## src/pkg/fsr_params.svh

```systemverilog
/*
 * Constants of the FSK receive slicer: register indexes, field positions,
 * reset values and divider ratios.
 * Assumes an 8-bit register port where every register sits at its own index.
 */
`ifndef FSR_PARAMS_SVH
`define FSR_PARAMS_SVH

`define FSR_REG_FREQ_LOW 4'h0
`define FSR_REG_MODEM 4'h1
`define FSR_REG_FILTER 4'h2
`define FSR_REG_TRACK 4'h3
`define FSR_REG_BAUD_LO 4'h4
`define FSR_REG_BAUD_HI 4'h5
`define FSR_REG_AVG_FREQ 4'h6
`define FSR_REG_STATUS 4'h7

`define FSR_PLL_ENABLE_A_BIT 0
`define FSR_BYPASS_BIT 7
`define FSR_DEV_EXP_LSB 4
`define FSR_AVG_LEN_LSB 6

`define FSR_FREQ_LOW_RST 8'h00
`define FSR_MODEM_RST 8'h00
`define FSR_FILTER_RST 8'h00
`define FSR_TRACK_RST 8'h00
`define FSR_BAUD_RST 16'h0209

`define FSR_ADC_PER_IF 2'h3
`define FSR_MIN_TRANS 2'h3

`endif

```

## src/pkg/fsr_pkg.sv

```systemverilog
/*
 * Types of the FSK receive slicer.
 * Assumes nothing beyond the parameter header.
 */
package fsr_pkg;
    typedef logic signed [7:0] fsr_sample_t;
    typedef enum logic {
        FSR_SIDE_LOW = 1'b0,
        FSR_SIDE_HIGH = 1'b1
    } fsr_side_t;
endpackage

```

## src/rtl/fsr_slicer.sv

```systemverilog
/*
 * FSK receive path: IF/ADC clock dividers, prefilter, decimating channel
 * filter, adaptive data slicer and bit synchronizer, with an 8-bit register port.
 * Assumes freq_est is a signed instantaneous-frequency sample centred on the IF,
 * synchronous to clk and qualified by sample_valid.
 */
`timescale 1ns/1ps
`include "fsr_params.svh"
module fsr_slicer (
    input wire logic clk,
    input wire logic reset,
    input wire logic [3:0] addr,
    input wire logic [7:0] wdata,
    input wire logic wr_stb,
    input wire logic rd_stb,
    output logic [7:0] rdata,
    input wire logic sample_valid,
    input wire fsr_pkg::fsr_sample_t freq_est,
    output logic pll_enable_a,
    output logic adc_clk,
    output logic if_clk,
    output logic prefilter_bypass,
    output logic rx_bit,
    output logic rx_clk,
    output fsr_pkg::fsr_sample_t avg_freq
);
    import fsr_pkg::*;

    logic [7:0] freq_word_low_byte_q;
    logic [7:0] modem_q;
    logic [7:0] filter_q;
    logic [7:0] frequency_tracking_ctrl_q;
    logic [15:0] baud_q;
    logic [7:0] rdata_q;

    // register decode
    wire logic wr_freq = wr_stb && (addr == `FSR_REG_FREQ_LOW);
    wire logic wr_modem = wr_stb && (addr == `FSR_REG_MODEM);
    wire logic wr_filter = wr_stb && (addr == `FSR_REG_FILTER);
    wire logic wr_track = wr_stb && (addr == `FSR_REG_TRACK);
    wire logic wr_baud_lo = wr_stb && (addr == `FSR_REG_BAUD_LO);
    wire logic wr_baud_hi = wr_stb && (addr == `FSR_REG_BAUD_HI);

    wire logic [2:0] adc_div = modem_q[2:0];
    wire logic [2:0] decimation_divider = filter_q[2:0];
    wire logic [1:0] expected_dev_exponent = frequency_tracking_ctrl_q[5:4];
    wire logic [3:0] expected_dev_mantissa = frequency_tracking_ctrl_q[3:0];
    wire logic [1:0] slicer_average_length = frequency_tracking_ctrl_q[7:6];

    always_ff @(posedge clk) begin
        if (reset) begin
            freq_word_low_byte_q <= `FSR_FREQ_LOW_RST;
            modem_q <= `FSR_MODEM_RST;
            filter_q <= `FSR_FILTER_RST;
            frequency_tracking_ctrl_q <= `FSR_TRACK_RST;
            baud_q <= `FSR_BAUD_RST;
        end else begin
            if (wr_freq) freq_word_low_byte_q <= wdata;
            if (wr_modem) modem_q <= wdata;
            if (wr_filter) filter_q <= wdata;
            if (wr_track) frequency_tracking_ctrl_q <= wdata;
            if (wr_baud_lo) baud_q[7:0] <= wdata;
            if (wr_baud_hi) baud_q[15:8] <= wdata;
        end
    end

    // pll_enable_a bit goes straight to the pll divider control
    assign pll_enable_a = freq_word_low_byte_q[`FSR_PLL_ENABLE_A_BIT];
    // the host owns the choice; the block just applies it
    assign prefilter_bypass = filter_q[`FSR_BYPASS_BIT];

    // adc clock = clk / (2(n+1)); if clock = adc / 4 = clk / (8(n+1))
    logic adc_tick;
    logic adc_clk_q;
    logic if_clk_q;
    logic [1:0] if_cnt_q;

    fsr_tick_div #(.W(3)) u_adc_div (
        .clk(clk),
        .reset(reset),
        .en(1'b1),
        .limit(adc_div),
        .tick(adc_tick)
    );

    wire logic if_edge = adc_tick && (if_cnt_q == `FSR_ADC_PER_IF);

    always_ff @(posedge clk) begin
        if (reset) begin
            adc_clk_q <= 1'b0;
            if_clk_q <= 1'b0;
            if_cnt_q <= 2'h0;
        end else begin
            if (adc_tick) adc_clk_q <= ~adc_clk_q;
            if (adc_tick) if_cnt_q <= if_cnt_q + 2'h1;
            if (if_edge) if_clk_q <= ~if_clk_q;
        end
    end
    assign adc_clk = adc_clk_q;
    assign if_clk = if_clk_q;

    // prefilter: two-tap average unless bypassed
    fsr_sample_t prev_q;
    wire logic signed [8:0] pair_sum = 9'(freq_est) + 9'(prev_q);
    wire fsr_sample_t pre_s = prefilter_bypass ? freq_est : pair_sum[8:1];

    // channel filter: box average over n+1 samples, narrowing bandwidth as n grows
    logic dec_tick;
    logic signed [10:0] acc_q;
    fsr_sample_t filt_q;
    logic filt_valid_q;

    fsr_tick_div #(.W(3)) u_decimation_divider (
        .clk(clk),
        .reset(reset),
        .en(sample_valid),
        .limit(decimation_divider),
        .tick(dec_tick)
    );

    // 256/(n+1), so the box sum scales back to one sample
    wire logic [8:0] recip = (decimation_divider == 3'h0) ? 9'h100 :
                             (decimation_divider == 3'h1) ? 9'h080 :
                             (decimation_divider == 3'h2) ? 9'h055 :
                             (decimation_divider == 3'h3) ? 9'h040 :
                             (decimation_divider == 3'h4) ? 9'h033 :
                             (decimation_divider == 3'h5) ? 9'h02b :
                             (decimation_divider == 3'h6) ? 9'h025 : 9'h020;
    wire logic signed [10:0] acc_sum = acc_q + 11'(pre_s);
    wire logic signed [20:0] scaled = acc_sum * $signed({1'b0, recip});

    always_ff @(posedge clk) begin
        if (reset) begin
            prev_q <= '0;
            acc_q <= '0;
            filt_q <= '0;
            filt_valid_q <= 1'b0;
        end else begin
            filt_valid_q <= sample_valid && dec_tick;
            if (sample_valid) begin
                prev_q <= freq_est;
                acc_q <= dec_tick ? 11'sh0 : acc_sum;
                if (dec_tick) filt_q <= scaled[15:8];
            end
        end
    end

    // slicer: track extremes on each side, swap side on a shift beyond deviation
    fsr_side_t side_q;
    fsr_sample_t ext_q;
    fsr_sample_t min_avg_q;
    fsr_sample_t max_avg_q;
    logic [1:0] trans_q;
    logic seeded_lo_q;
    logic seeded_hi_q;

    wire logic signed [9:0] dev = 10'(({3'h0, expected_dev_mantissa} << expected_dev_exponent));
    wire logic signed [9:0] filt_w = 10'(filt_q);
    wire logic signed [9:0] ext_w = 10'(ext_q);
    wire logic rise = (side_q == FSR_SIDE_LOW) && (filt_w > ext_w + dev);
    wire logic fall = (side_q == FSR_SIDE_HIGH) && (filt_w < ext_w - dev);
    wire logic trans = filt_valid_q && (rise || fall);
    wire logic level_valid = (trans_q == `FSR_MIN_TRANS);
    wire logic averaging = (slicer_average_length != 2'h0);

    // longer length = smaller step = more bits in the running average
    wire logic signed [8:0] lo_err = 9'(ext_q) - 9'(min_avg_q);
    wire logic signed [8:0] hi_err = 9'(ext_q) - 9'(max_avg_q);
    wire logic signed [8:0] lo_step = lo_err >>> slicer_average_length;
    wire logic signed [8:0] hi_step = hi_err >>> slicer_average_length;
    wire fsr_sample_t lo_next = seeded_lo_q ? 8'(9'(min_avg_q) + lo_step) : ext_q;
    wire fsr_sample_t hi_next = seeded_hi_q ? 8'(9'(max_avg_q) + hi_step) : ext_q;

    wire logic signed [8:0] mid_sum = 9'(min_avg_q) + 9'(max_avg_q);
    // before three transitions, or with averaging off, slice about the IF itself
    wire fsr_sample_t slice_level = (level_valid && averaging) ? mid_sum[8:1] : 8'sh0;
    wire logic decision = (filt_q > slice_level);

    always_ff @(posedge clk) begin
        if (reset) begin
            side_q <= FSR_SIDE_LOW;
            ext_q <= '0;
            min_avg_q <= '0;
            max_avg_q <= '0;
            trans_q <= 2'h0;
            seeded_lo_q <= 1'b0;
            seeded_hi_q <= 1'b0;
        end else if (filt_valid_q) begin
            if (trans) begin
                side_q <= rise ? FSR_SIDE_HIGH : FSR_SIDE_LOW;
                ext_q <= filt_q;
                if (!level_valid) trans_q <= trans_q + 2'h1;
                if (rise) begin
                    min_avg_q <= lo_next;
                    seeded_lo_q <= 1'b1;
                end else begin
                    max_avg_q <= hi_next;
                    seeded_hi_q <= 1'b1;
                end
            end else if ((side_q == FSR_SIDE_LOW) ? (filt_q < ext_q) : (filt_q > ext_q)) begin
                ext_q <= filt_q;
            end
        end
    end

    // offset measure: zero until the level is computed
    assign avg_freq = slice_level;

    // bit synchronizer: phase restarts on a decision change, the bit is the
    // majority of the decisions seen since the previous bit end
    logic [15:0] phase_q;
    // wide enough for one bit period of up to 65535 cycles; the vote clears only at a bit end, so relocks can let it wrap
    logic signed [16:0] vote_q;
    logic last_dec_q;
    logic rx_bit_q;
    logic rx_clk_q;

    wire logic dec_change = filt_valid_q && (decision != last_dec_q);
    wire logic bit_end = (phase_q >= baud_q - 16'h1);
    wire logic signed [16:0] vote_step = decision ? 17'sh1 : -17'sh1;
    wire logic signed [16:0] vote_sum = filt_valid_q ? vote_q + vote_step : vote_q;
    wire logic vote_bit = (vote_sum == 17'sh0) ? decision : (vote_sum > 17'sh0);

    always_ff @(posedge clk) begin
        if (reset) begin
            phase_q <= 16'h0;
            vote_q <= '0;
            last_dec_q <= 1'b0;
            rx_bit_q <= 1'b0;
            rx_clk_q <= 1'b0;
        end else begin
            if (filt_valid_q) last_dec_q <= decision;
            if (dec_change || bit_end) begin
                phase_q <= 16'h0;
            end else begin
                phase_q <= phase_q + 16'h1;
            end
            if (bit_end) begin
                rx_bit_q <= vote_bit;
                vote_q <= '0;
            end else begin
                vote_q <= vote_sum;
            end
            // data stable on the rising edge seen by the host
            rx_clk_q <= bit_end ? 1'b0 : (phase_q == (baud_q >> 1)) ? 1'b1 : rx_clk_q;
        end
    end
    assign rx_bit = rx_bit_q;
    assign rx_clk = rx_clk_q;

    // read port: data only in the cycle after the strobe, unmapped reads zero
    wire logic [7:0] status = {5'h0, level_valid, trans_q};
    wire logic [7:0] rd_mux = (addr == `FSR_REG_FREQ_LOW) ? freq_word_low_byte_q :
                              (addr == `FSR_REG_MODEM) ? modem_q :
                              (addr == `FSR_REG_FILTER) ? filter_q :
                              (addr == `FSR_REG_TRACK) ? frequency_tracking_ctrl_q :
                              (addr == `FSR_REG_BAUD_LO) ? baud_q[7:0] :
                              (addr == `FSR_REG_BAUD_HI) ? baud_q[15:8] :
                              (addr == `FSR_REG_AVG_FREQ) ? avg_freq :
                              (addr == `FSR_REG_STATUS) ? status : 8'h00;

    always_ff @(posedge clk) begin
        if (reset) begin
            rdata_q <= 8'h00;
        end else begin
            rdata_q <= rd_stb ? rd_mux : 8'h00;
        end
    end
    assign rdata = rdata_q;
endmodule

```

## src/rtl/fsr_tick_div.sv

```systemverilog
/*
 * Enabled modulo counter: one tick every (limit + 1) enabled cycles.
 * Assumes a synchronous active-high reset.
 */
`timescale 1ns/1ps
module fsr_tick_div #(
    parameter int W = 3
) (
    input wire logic clk,
    input wire logic reset,
    input wire logic en,
    input wire logic [W-1:0] limit,
    output logic tick
);
    logic [W-1:0] cnt_q;
    logic [W-1:0] cnt_d;
    wire logic at_end = (cnt_q >= limit);

    assign tick = en && at_end;
    assign cnt_d = tick ? '0 : (en ? cnt_q + 1'b1 : cnt_q);

    always_ff @(posedge clk) begin
        if (reset) begin
            cnt_q <= '0;
        end else begin
            cnt_q <= cnt_d;
        end
    end
endmodule

```

## config.mk

```make
export PLATFORM = sky130hd
export DESIGN_NAME = fsr_slicer
export DESIGN_NICKNAME = d
export VERILOG_FILES = /design/src/pkg/fsr_pkg.sv /design/src/rtl/fsr_slicer.sv /design/src/rtl/fsr_tick_div.sv
export VERILOG_INCLUDE_DIRS = /design/src /design/src/pkg
export SDC_FILE = /design/constraint.sdc
export NUM_CORES = 1
export LEC_CHECK = 0
export BUFFER_PORTS_ARGS = -buffer_cell sky130_fd_sc_hd__buf_2
export CAP_MARGIN = 20
export CORE_MARGIN = 2
export CORE_UTILIZATION = 40
export CTS_BUF_LIST = sky130_fd_sc_hd__clkbuf_8
export DETAILED_ROUTE_END_ITERATION = 8
export GPL_ROUTABILITY_DRIVEN = 0
export PLACE_DENSITY = 0.53
export SETUP_SLACK_MARGIN = 0.3
export SYNTH_ARGS = -nofsm -noshare
export SYNTH_HDL_FRONTEND = slang
export SYNTH_HIERARCHICAL = 1
export SYNTH_SLANG_ARGS = --single-unit
export TNS_END_PERCENT = 1
```

## constraint.sdc

```tcl
create_clock -name clk -period 9.75 [get_ports clk]
set_input_delay 1.4625 -clock clk [delete_from_list [all_inputs] [get_ports clk]]
set_output_delay 1.4625 -clock clk [all_outputs]
set_load 0.02 [all_outputs]
```

==> PnR_summary.wiki, run 1 <==
{| class="wikitable"
! Metric !! Value
|-
| Outcome || finished clean
|-
| Number of synthesized register bits || 159
|-
| Worst slack, placed || 0.380 ns
|-
| Biggest area consumer among synthesized cells || dfxtp_1
|-
| FMAX || 113 MHz
|-
| Total Routed Length || 38700 um
|-
| Clock sink count || approximately 160
|-
| Critical setup path kind || primary input to register
|-
| Inserted Clock Buffers || 17
|-
| Count of buffers added by post-CTS timing repair for setup || 0
|-
| Violation count after the first detailed-route iteration || just over 600
|-
| Reported max-cap violation count || 0
|-
| Time the worst path needs with I/O delays and setup || roughly 8.8 ns
|-
| Unrepaired setup endpoints after global routing || false
|-
| I/O pin total || 47
|-
| Worst slew margin relative to its limit || about 28%
|-
| Number of enable-type register cells in the synthesized netlist || 0
|-
| Initial antenna violation count || 2
|-
| Worst path max stage delay || 0.54 ns
|-
| Worst-case setup margin in the final layout || ~0.90 ns
|-
| Mapped Cells || approximately 1800
|-
| Placeable core region || 37600 um^2
|-
| Post-cts repair resize count || 0
|-
| Per-cell via count in the routed design || approximately 5.2
|-
| Final design instance area without fill || approximately 16000 um^2
|-
| Setup clock skew after layout || between 0.02 and 0.025 ns
|-
| Post-DR wirelength/cell || 16.4 um
|-
| Worst-Margin Slew || between 1 and 1.5 ns
|-
| Number of routed nets with antenna violations || 0
|-
| Max H-tree Level || 4
|-
| Number of buffers on the longest clock path || 2
|-
| Max-slew violation count || 0
|-
| Number of nets in the final layout || 2113
|-
| Class of the tightest hold or removal check || register to register
|-
| Data arrival time of the critical path || around 9.3 ns
|-
| Share of post-route cells with drive strength above 1 || under 10%
|-
| Peak ir drop on the vdd network || 85.0 uV
|-
| Number of port buffers || 46
|-
| Full die area || about 40000 um^2
|-
| Leak || approximately 0.0075 uW
|-
| Detailed placement HPWL || approximately 30000 um
|-
| Largest net degree at the start of global routing || 60
|-
| Yosys warnings || 6
|-
| Library cells used by synthesis || 81
|-
| Global-route congestion overflow total || 0
|-
| Capturing element type of the critical path || register
|-
| DRC violation count after routing || 0
|-
| CTS tree || yes
|-
| Total setup violations reported at the end of the flow || 0
|-
| Setup TNS || 0 ns
|-
| First drt pass iteration count || 4
|-
| Sequential area share after synthesis || a little over a fifth
|-
| Area share of the leading cell type in the synthesized netlist || between 20% and 30%
|-
| Required time at the worst-slack endpoint || 10.18 ns
|-
| Count of vias placed by the detailed router || 12200
|-
| Mapped cell area || around 15000 um^2
|-
| Floorplan die width || 199 um
|-
| Share of the core filled with cells in the final layout || around 43%
|-
| Clock transition at the registers of the reported paths || 0.10 ns
|-
| Relative area change from synthesis to final layout || 6.81%
|-
| Power per standard cell area || 136 nW/um^2
|-
| Dominant register cell in the synthesized netlist || dfxtp_1
|-
| Leading post-synthesis cells by instance count || nor2_1 (257), ha_1 (185), inv_1 (175), dfxtp_1 (159), mux2i_1 (110)
|-
| Initial standard-cell utilization of the core || 40.6%
|-
| Cell with the largest stage delay on the worst path || fa_1
|-
| Global-route wire length before repair || about 63000 um
|-
| Synth async-reset ratio || 0%
|-
| Avg Cell Area, Syn || 8.33 um^2
|-
| Dpl cell area || 15900 um^2
|-
| Top post-synthesis cells by area || dfxtp_1 (21%), ha_1 (15%), fa_1 (9.2%), mux2i_1 (7.2%), nor2_1 (6.3%)
|-
| Crit start category || primary input
|-
| Most frequent CP cell || fa_1
|-
| Die extent in y || 199 um
|-
| Tcrit/Tclk final || approximately 91%
|-
| Critical-path maximum fanout || 7
|-
| Post-CTS Hold Buffers || 0
|-
| Most common cell in the netlist || nor2_1
|-
| Via count of the first global-routing pass || 12100
|-
| Number of placement rows || 71
|-
| Worst-Skew Late Latency || roughly 0.51 ns
|-
| Final hold violations || 0
|-
| Global-route usage over all layers || approximately a fifth
|-
| Clk root buf || clkbuf_8
|}
## per-layer routing
| metal | global-route usage, % | vias to the layer above | routed length (um) |
|---|---|---|---|
| met5 | 0 | - | 0 |
| met4 | 4.89 | 0 | 646 |
| met3 | 3.65 | 40 | 1490 |
| met2 | 33.9 | 198 | 17800 |
| met1 | 27.5 | 5789 | 18800 |
| li1 | - | 6221 | - |
## stage by stage
step / hold WS (ns) / power (uW) / std cells
floorplan: 0.449 / 1500 / 1836
global placement: 0.454 / 1710 / 2325
finish: 0.464 / 2210 / 2358
CTS: 0.471 / 2240 / 2356
global route: 0.494 / 2410 / 2357
detailed placement: 0.458 / 1720 / 2325
## worst paths after layout
path               start   endpoint  slack [ns]  cells after the start
min reg2reg       rx_bit     rx_bit        0.46                      2
max          freq_est[1]  filt_q[7]        0.90                     31
min               rx_bit     rx_bit        0.46                      2
max reg2reg    prev_q[1]  filt_q[7]        1.68                     30
## sequential cells by signal, summed over array words and instances (netlist names), 11 cells and up
name,count
acc_q,11
phase_q,16
vote_q,17
baud_q,16
## final cells by class
cell class	instances	area, um^2
Clock buffer	18	248
Fill cell	3827	21300
Tap cell	511	639
Timing Repair Buffer	53	285
Sequential cell	159	3180
Inverter	177	664
Clock inverter	13	138
Antenna cell	2	5.00
Multi-Input combinational cell	1425	11100
## placed cells by master, fill, tap and decap left out, types with 6 or more instances in the layout
master / count
nor2_1: 257
ha_1: 185
inv_1: 177
dfxtp_1: 159
mux2i_1: 110
a21oi_1: 109
nand2_1: 104
xnor2_1: 86
fa_1: 70
o21ai_0: 59
xor2_1: 45
buf_2: 45
nor2b_1: 40
a21o_1: 37
nand2b_1: 29
nor3_1: 28
nand3_1: 24
a211oi_1: 22
clkbuf_8: 18
a31oi_1: 14
and2_1: 14
nand4_1: 13
o21bai_1: 12
o21a_1: 11
and3_1: 9
o211ai_1: 8
or3_1: 8
o21ai_1: 8
or2_2: 8
buf_4: 8
nand3b_1: 7
a211o_1: 7
conb_1: 7
nor4_1: 6
o2111ai_1: 6
## kinds of logic (layout without fill, tap and decap cells)
logic type                 count (synthesis)  after routing  synth area share (%)
xor gates and xnor gates                 134            134                  7.95
DFF                                      159            159                  20.9
muxes                                    119            119                  8.28
buffers and inverters                    252            261                  6.33
AOI/OAI and AO/OA                        337            337                  14.5
adders and majority gates                255            255                  24.4
and+or+nand+nor                          573            573                  17.7
other                                      1              9                0.0246
## power by group
| group | internal [uW] | switching (uW) |
|---|---|---|
| clock | 234 | 275 |
| combinational | 407 | 567 |
| sequential | 682 | 45.2 |
| total | 1320 | 888 |
## worst max-delay path, delay by kind of cell
family	cells	cell delay (ns)
buffers and inverters	4	0.26
AOI/OAI and AO/OA	12	2.30
xor gates and xnor gates	3	0.84
adders and majority gates	8	3.35
and+or+nand+nor	4	1.06
Note: power is estimated with default switching activity, not from simulation.
==> run 2, diff against run 1 <==
--- a/config.mk
+++ b/config.mk
@@ -6,17 +6,18 @@
 export SDC_FILE = /design/constraint.sdc
 export NUM_CORES = 1
 export LEC_CHECK = 0
-export BUFFER_PORTS_ARGS = -buffer_cell sky130_fd_sc_hd__buf_2
+export BUFFER_PORTS_ARGS = -buffer_cell sky130_fd_sc_hd__buf_4
 export CAP_MARGIN = 20
 export CORE_MARGIN = 2
 export CORE_UTILIZATION = 40
 export CTS_BUF_LIST = sky130_fd_sc_hd__clkbuf_8
 export DETAILED_ROUTE_END_ITERATION = 8
 export GPL_ROUTABILITY_DRIVEN = 0
+export MAX_ROUTING_LAYER = met4
 export PLACE_DENSITY = 0.53
 export SETUP_SLACK_MARGIN = 0.3
 export SYNTH_ARGS = -nofsm -noshare
 export SYNTH_HDL_FRONTEND = slang
 export SYNTH_HIERARCHICAL = 1
 export SYNTH_SLANG_ARGS = --single-unit
-export TNS_END_PERCENT = 1
+export TNS_END_PERCENT = 100
==> run 2 against run 1 <==
Compared with the run above:
- sequential share of layout area down 0.18 points
- final area up 0.95%
- critical path depth unchanged
- setup slack worse by 0.014 ns
- first-iteration DRC count down 0.66%
- largest power group unchanged
==> PnR_summary.wiki, run 2 (synthesis gave the netlist of run 1 again) <==
{| class="wikitable"
! Metric !! Value
|-
| Worst path max stage delay || 0.54 ns (about the same)
|-
| Met2 track utilization from global routing || 34.9% (+1.0 points)
|-
| Data arrival time of the critical path || 9.29 ns (about the same)
|-
| Placeable core region || 37600 um^2 (unchanged)
|-
| Share of power burned in registers || 32.3% (-0.6 points)
|-
| Most frequent CP cell || fa_1
|-
| Inserted Clock Buffers || 17 (unchanged)
|-
| CTS tree || yes
|-
| Switch Pwr || 918 uW (+3.4%)
|-
| Number of nets in the final layout || 2116 (+0.14%)
|-
| Setup clock skew after layout || 0.0233 ns (+0.0000956 ns)
|-
| Number of buffers on the longest clock path || 2 (unchanged)
|-
| Top reg by flops || vote_q
|-
| Worst slew margin relative to its limit || 40.6% (+12 points)
|-
| Max H-tree Level || 4 (unchanged)
|-
| Number of port buffers || 46 (unchanged)
|-
| Global routing met1 resource utilization || 28.2% (+0.77 points)
|-
| Power per standard cell area || 137 nW/um^2 (+0.88%)
|-
| Most common cell after layout, fill and taps aside || nor2_1
|-
| Peak ir drop on the vdd network || 105 uV (+23%)
|-
| Worst-Margin Slew || 0.889 ns (-0.185 ns)
|-
| Crit start category || primary input
|-
| Final Total Pwr || 2250 uW (+1.8%)
|-
| Critical setup path kind || primary input to register
|-
| Count of vias placed by the detailed router || 12200 (-0.19%)
|-
| Die extent in y || 199 um (unchanged)
|-
| Reported max-cap violation count || 0 (unchanged)
|-
| Outcome || finished clean
|-
| Violation count after the first detailed-route iteration || 605 (-0.66%)
|-
| Number of placement rows || 71 (unchanged)
|-
| First drt pass iteration count || 4 (unchanged)
|-
| Critical-path maximum fanout || 7 (unchanged)
|-
| Final design instance area without fill || 16400 um^2 (+0.95%)
|-
| Top library cells by usage in the layout, fill and taps aside || nor2_1 (257), ha_1 (185), inv_1 (175)
|-
| FMAX || 113 MHz (-0.16%)
|-
| Worst-Skew Late Latency || 0.51 ns (about the same)
|-
| Capturing element type of the critical path || register
|-
| Unrepaired setup endpoints after global routing || false
|-
| Logic pwr share || 43.9% (-0.2 points)
|-
| Detailed placement HPWL || 30400 um (+0.55%)
|-
| Post-CTS Hold Buffers || 0 (unchanged)
|-
| Clock sink count || 159 (unchanged)
|-
| Full die area || 39700 um^2 (unchanged)
|-
| Leak || 0.00752 uW (+0.48%)
|-
| I/O pin total || 47 (unchanged)
|-
| Share of post-route cells with drive strength above 1 || 6.98% (+0.31 points)
|-
| Cell with the largest stage delay on the worst path || fa_1
|-
| Class of the tightest hold or removal check || register to register
|-
| Floorplan die width || 199 um (unchanged)
|-
| Required time at the worst-slack endpoint || 10.18 ns (about the same)
|-
| Largest net degree at the start of global routing || 59 (-1.7%)
|-
| Global-route met3 utilization || 3.02% (-0.62 points)
|-
| Largest regs || vote_q x17, baud_q x16, phase_q x16
|-
| Post-cts repair resize count || 0 (unchanged)
|-
| Per-cell via count in the routed design || 5.18 (-0.27%)
|-
| Global-route congestion overflow total || 0 (unchanged)
|-
| Global-route usage over all layers || 21.3% (+0.92 points)
|-
| Antenna diode count || 0 (-2)
|-
| Post-DR wirelength/cell || 16.6 um (+0.98%)
|-
| Fraction of power spent switching nets || 40.7% (+0.60 points)
|-
| Time the worst path needs with I/O delays and setup || 8.86 ns (+0.0143 ns)
|-
| Relative area change from synthesis to final layout || 7.83%
|-
| Tcrit/Tclk final || 90.9% (+0.15 points)
|-
| Part of the total power dissipated in the clock network || 23.8% (+0.8 points)
|-
| Initial antenna violation count || 0 (-2)
|-
| Count of buffers added by post-CTS timing repair for setup || 0 (unchanged)
|-
| Global-route wire length before repair || 64400 um (+1.5%)
|-
| Clk root buf || clkbuf_8
|-
| Clock transition at the registers of the reported paths || 0.10 ns (about the same)
|-
| Max-slew violation count || 0 (unchanged)
|-
| Number of routed nets with antenna violations || 0 (unchanged)
|-
| Total internal power || 1330 uW (+0.82%)
|-
| Max reg flops || 17 (unchanged)
|-
| Total Routed Length || 39100 um (+1.1%)
|-
| Final hold violations || 0 (unchanged)
|-
| Setup TNS || 0 ns (unchanged)
|-
| DRC violation count after routing || 0 (unchanged)
|-
| Initial standard-cell utilization of the core || 40.6% (unchanged)
|-
| Via count of the first global-routing pass || 12100 (-0.36%)
|-
| Total setup violations reported at the end of the flow || 0 (unchanged)
|-
| Busiest layer in global routing || met2
|-
| Dpl cell area || 16000 um^2 (+0.85%)
|}
[run 2: final timing paths]
path,endpoint,startpoint,cells after the start,slack (ns)
worst max-delay path,filt_q[7],freq_est[1],31,0.89
worst min-delay path,rx_bit,rx_bit,2,0.46
worst max register to register,filt_q[7],prev_q[1],30,1.66
worst min register to register,rx_bit,rx_bit,2,0.46
[run 2: worst max-delay path, delay by kind of cell]
family                   cells  cell delay, ns
XOR/XNOR                     3            0.86
AND/OR/NAND/NOR              4            1.10
buffers and inverters        4            0.27
adder cells (fa/ha/maj)      8            3.32
AO/OA/AOI/OAI               12            2.25
[run 2: through the flow]
step	setup slack [ns]	std cells	util, %	hold WS (ns)
after floorplan	0.947	1836	-	0.449
after global placement	0.482	2328	42.6	0.450
after detailed placement	0.407	2328	42.6	0.460
after CTS	0.916	2360	43.7	0.474
after global routing	0.464	2360	43.7	0.490
final	0.889	2360	43.7	0.465
[run 2: metal layers]
layer | vias to the layer above | wire, um
met3 | 31 | 1030
li1 | 6235 | -
met2 | 145 | 18200
met5 | - | 0
met1 | 5814 | 19400
met4 | 0 | 472
[run 2: cell type report]
class	instances	area [um^2]
clock inverters	15	176
flip-flops and latches	159	3180
fillers	3821	21100
clock buffers	17	234
multi-input cells	1425	11100
repair buffers	56	420
well taps	511	639
inverters	177	664
[run 2: power groups by stage]
stage          Sequential [uW]  Clock (uW)  Combinational, uW
4_1_cts                    728         555                993
3_5_place_dp               743           0                987
3_3_place_gp               743           0                971
2_1_floorplan              723           0                777
6_report                   728         535                989
5_1_grt                    733         580               1130
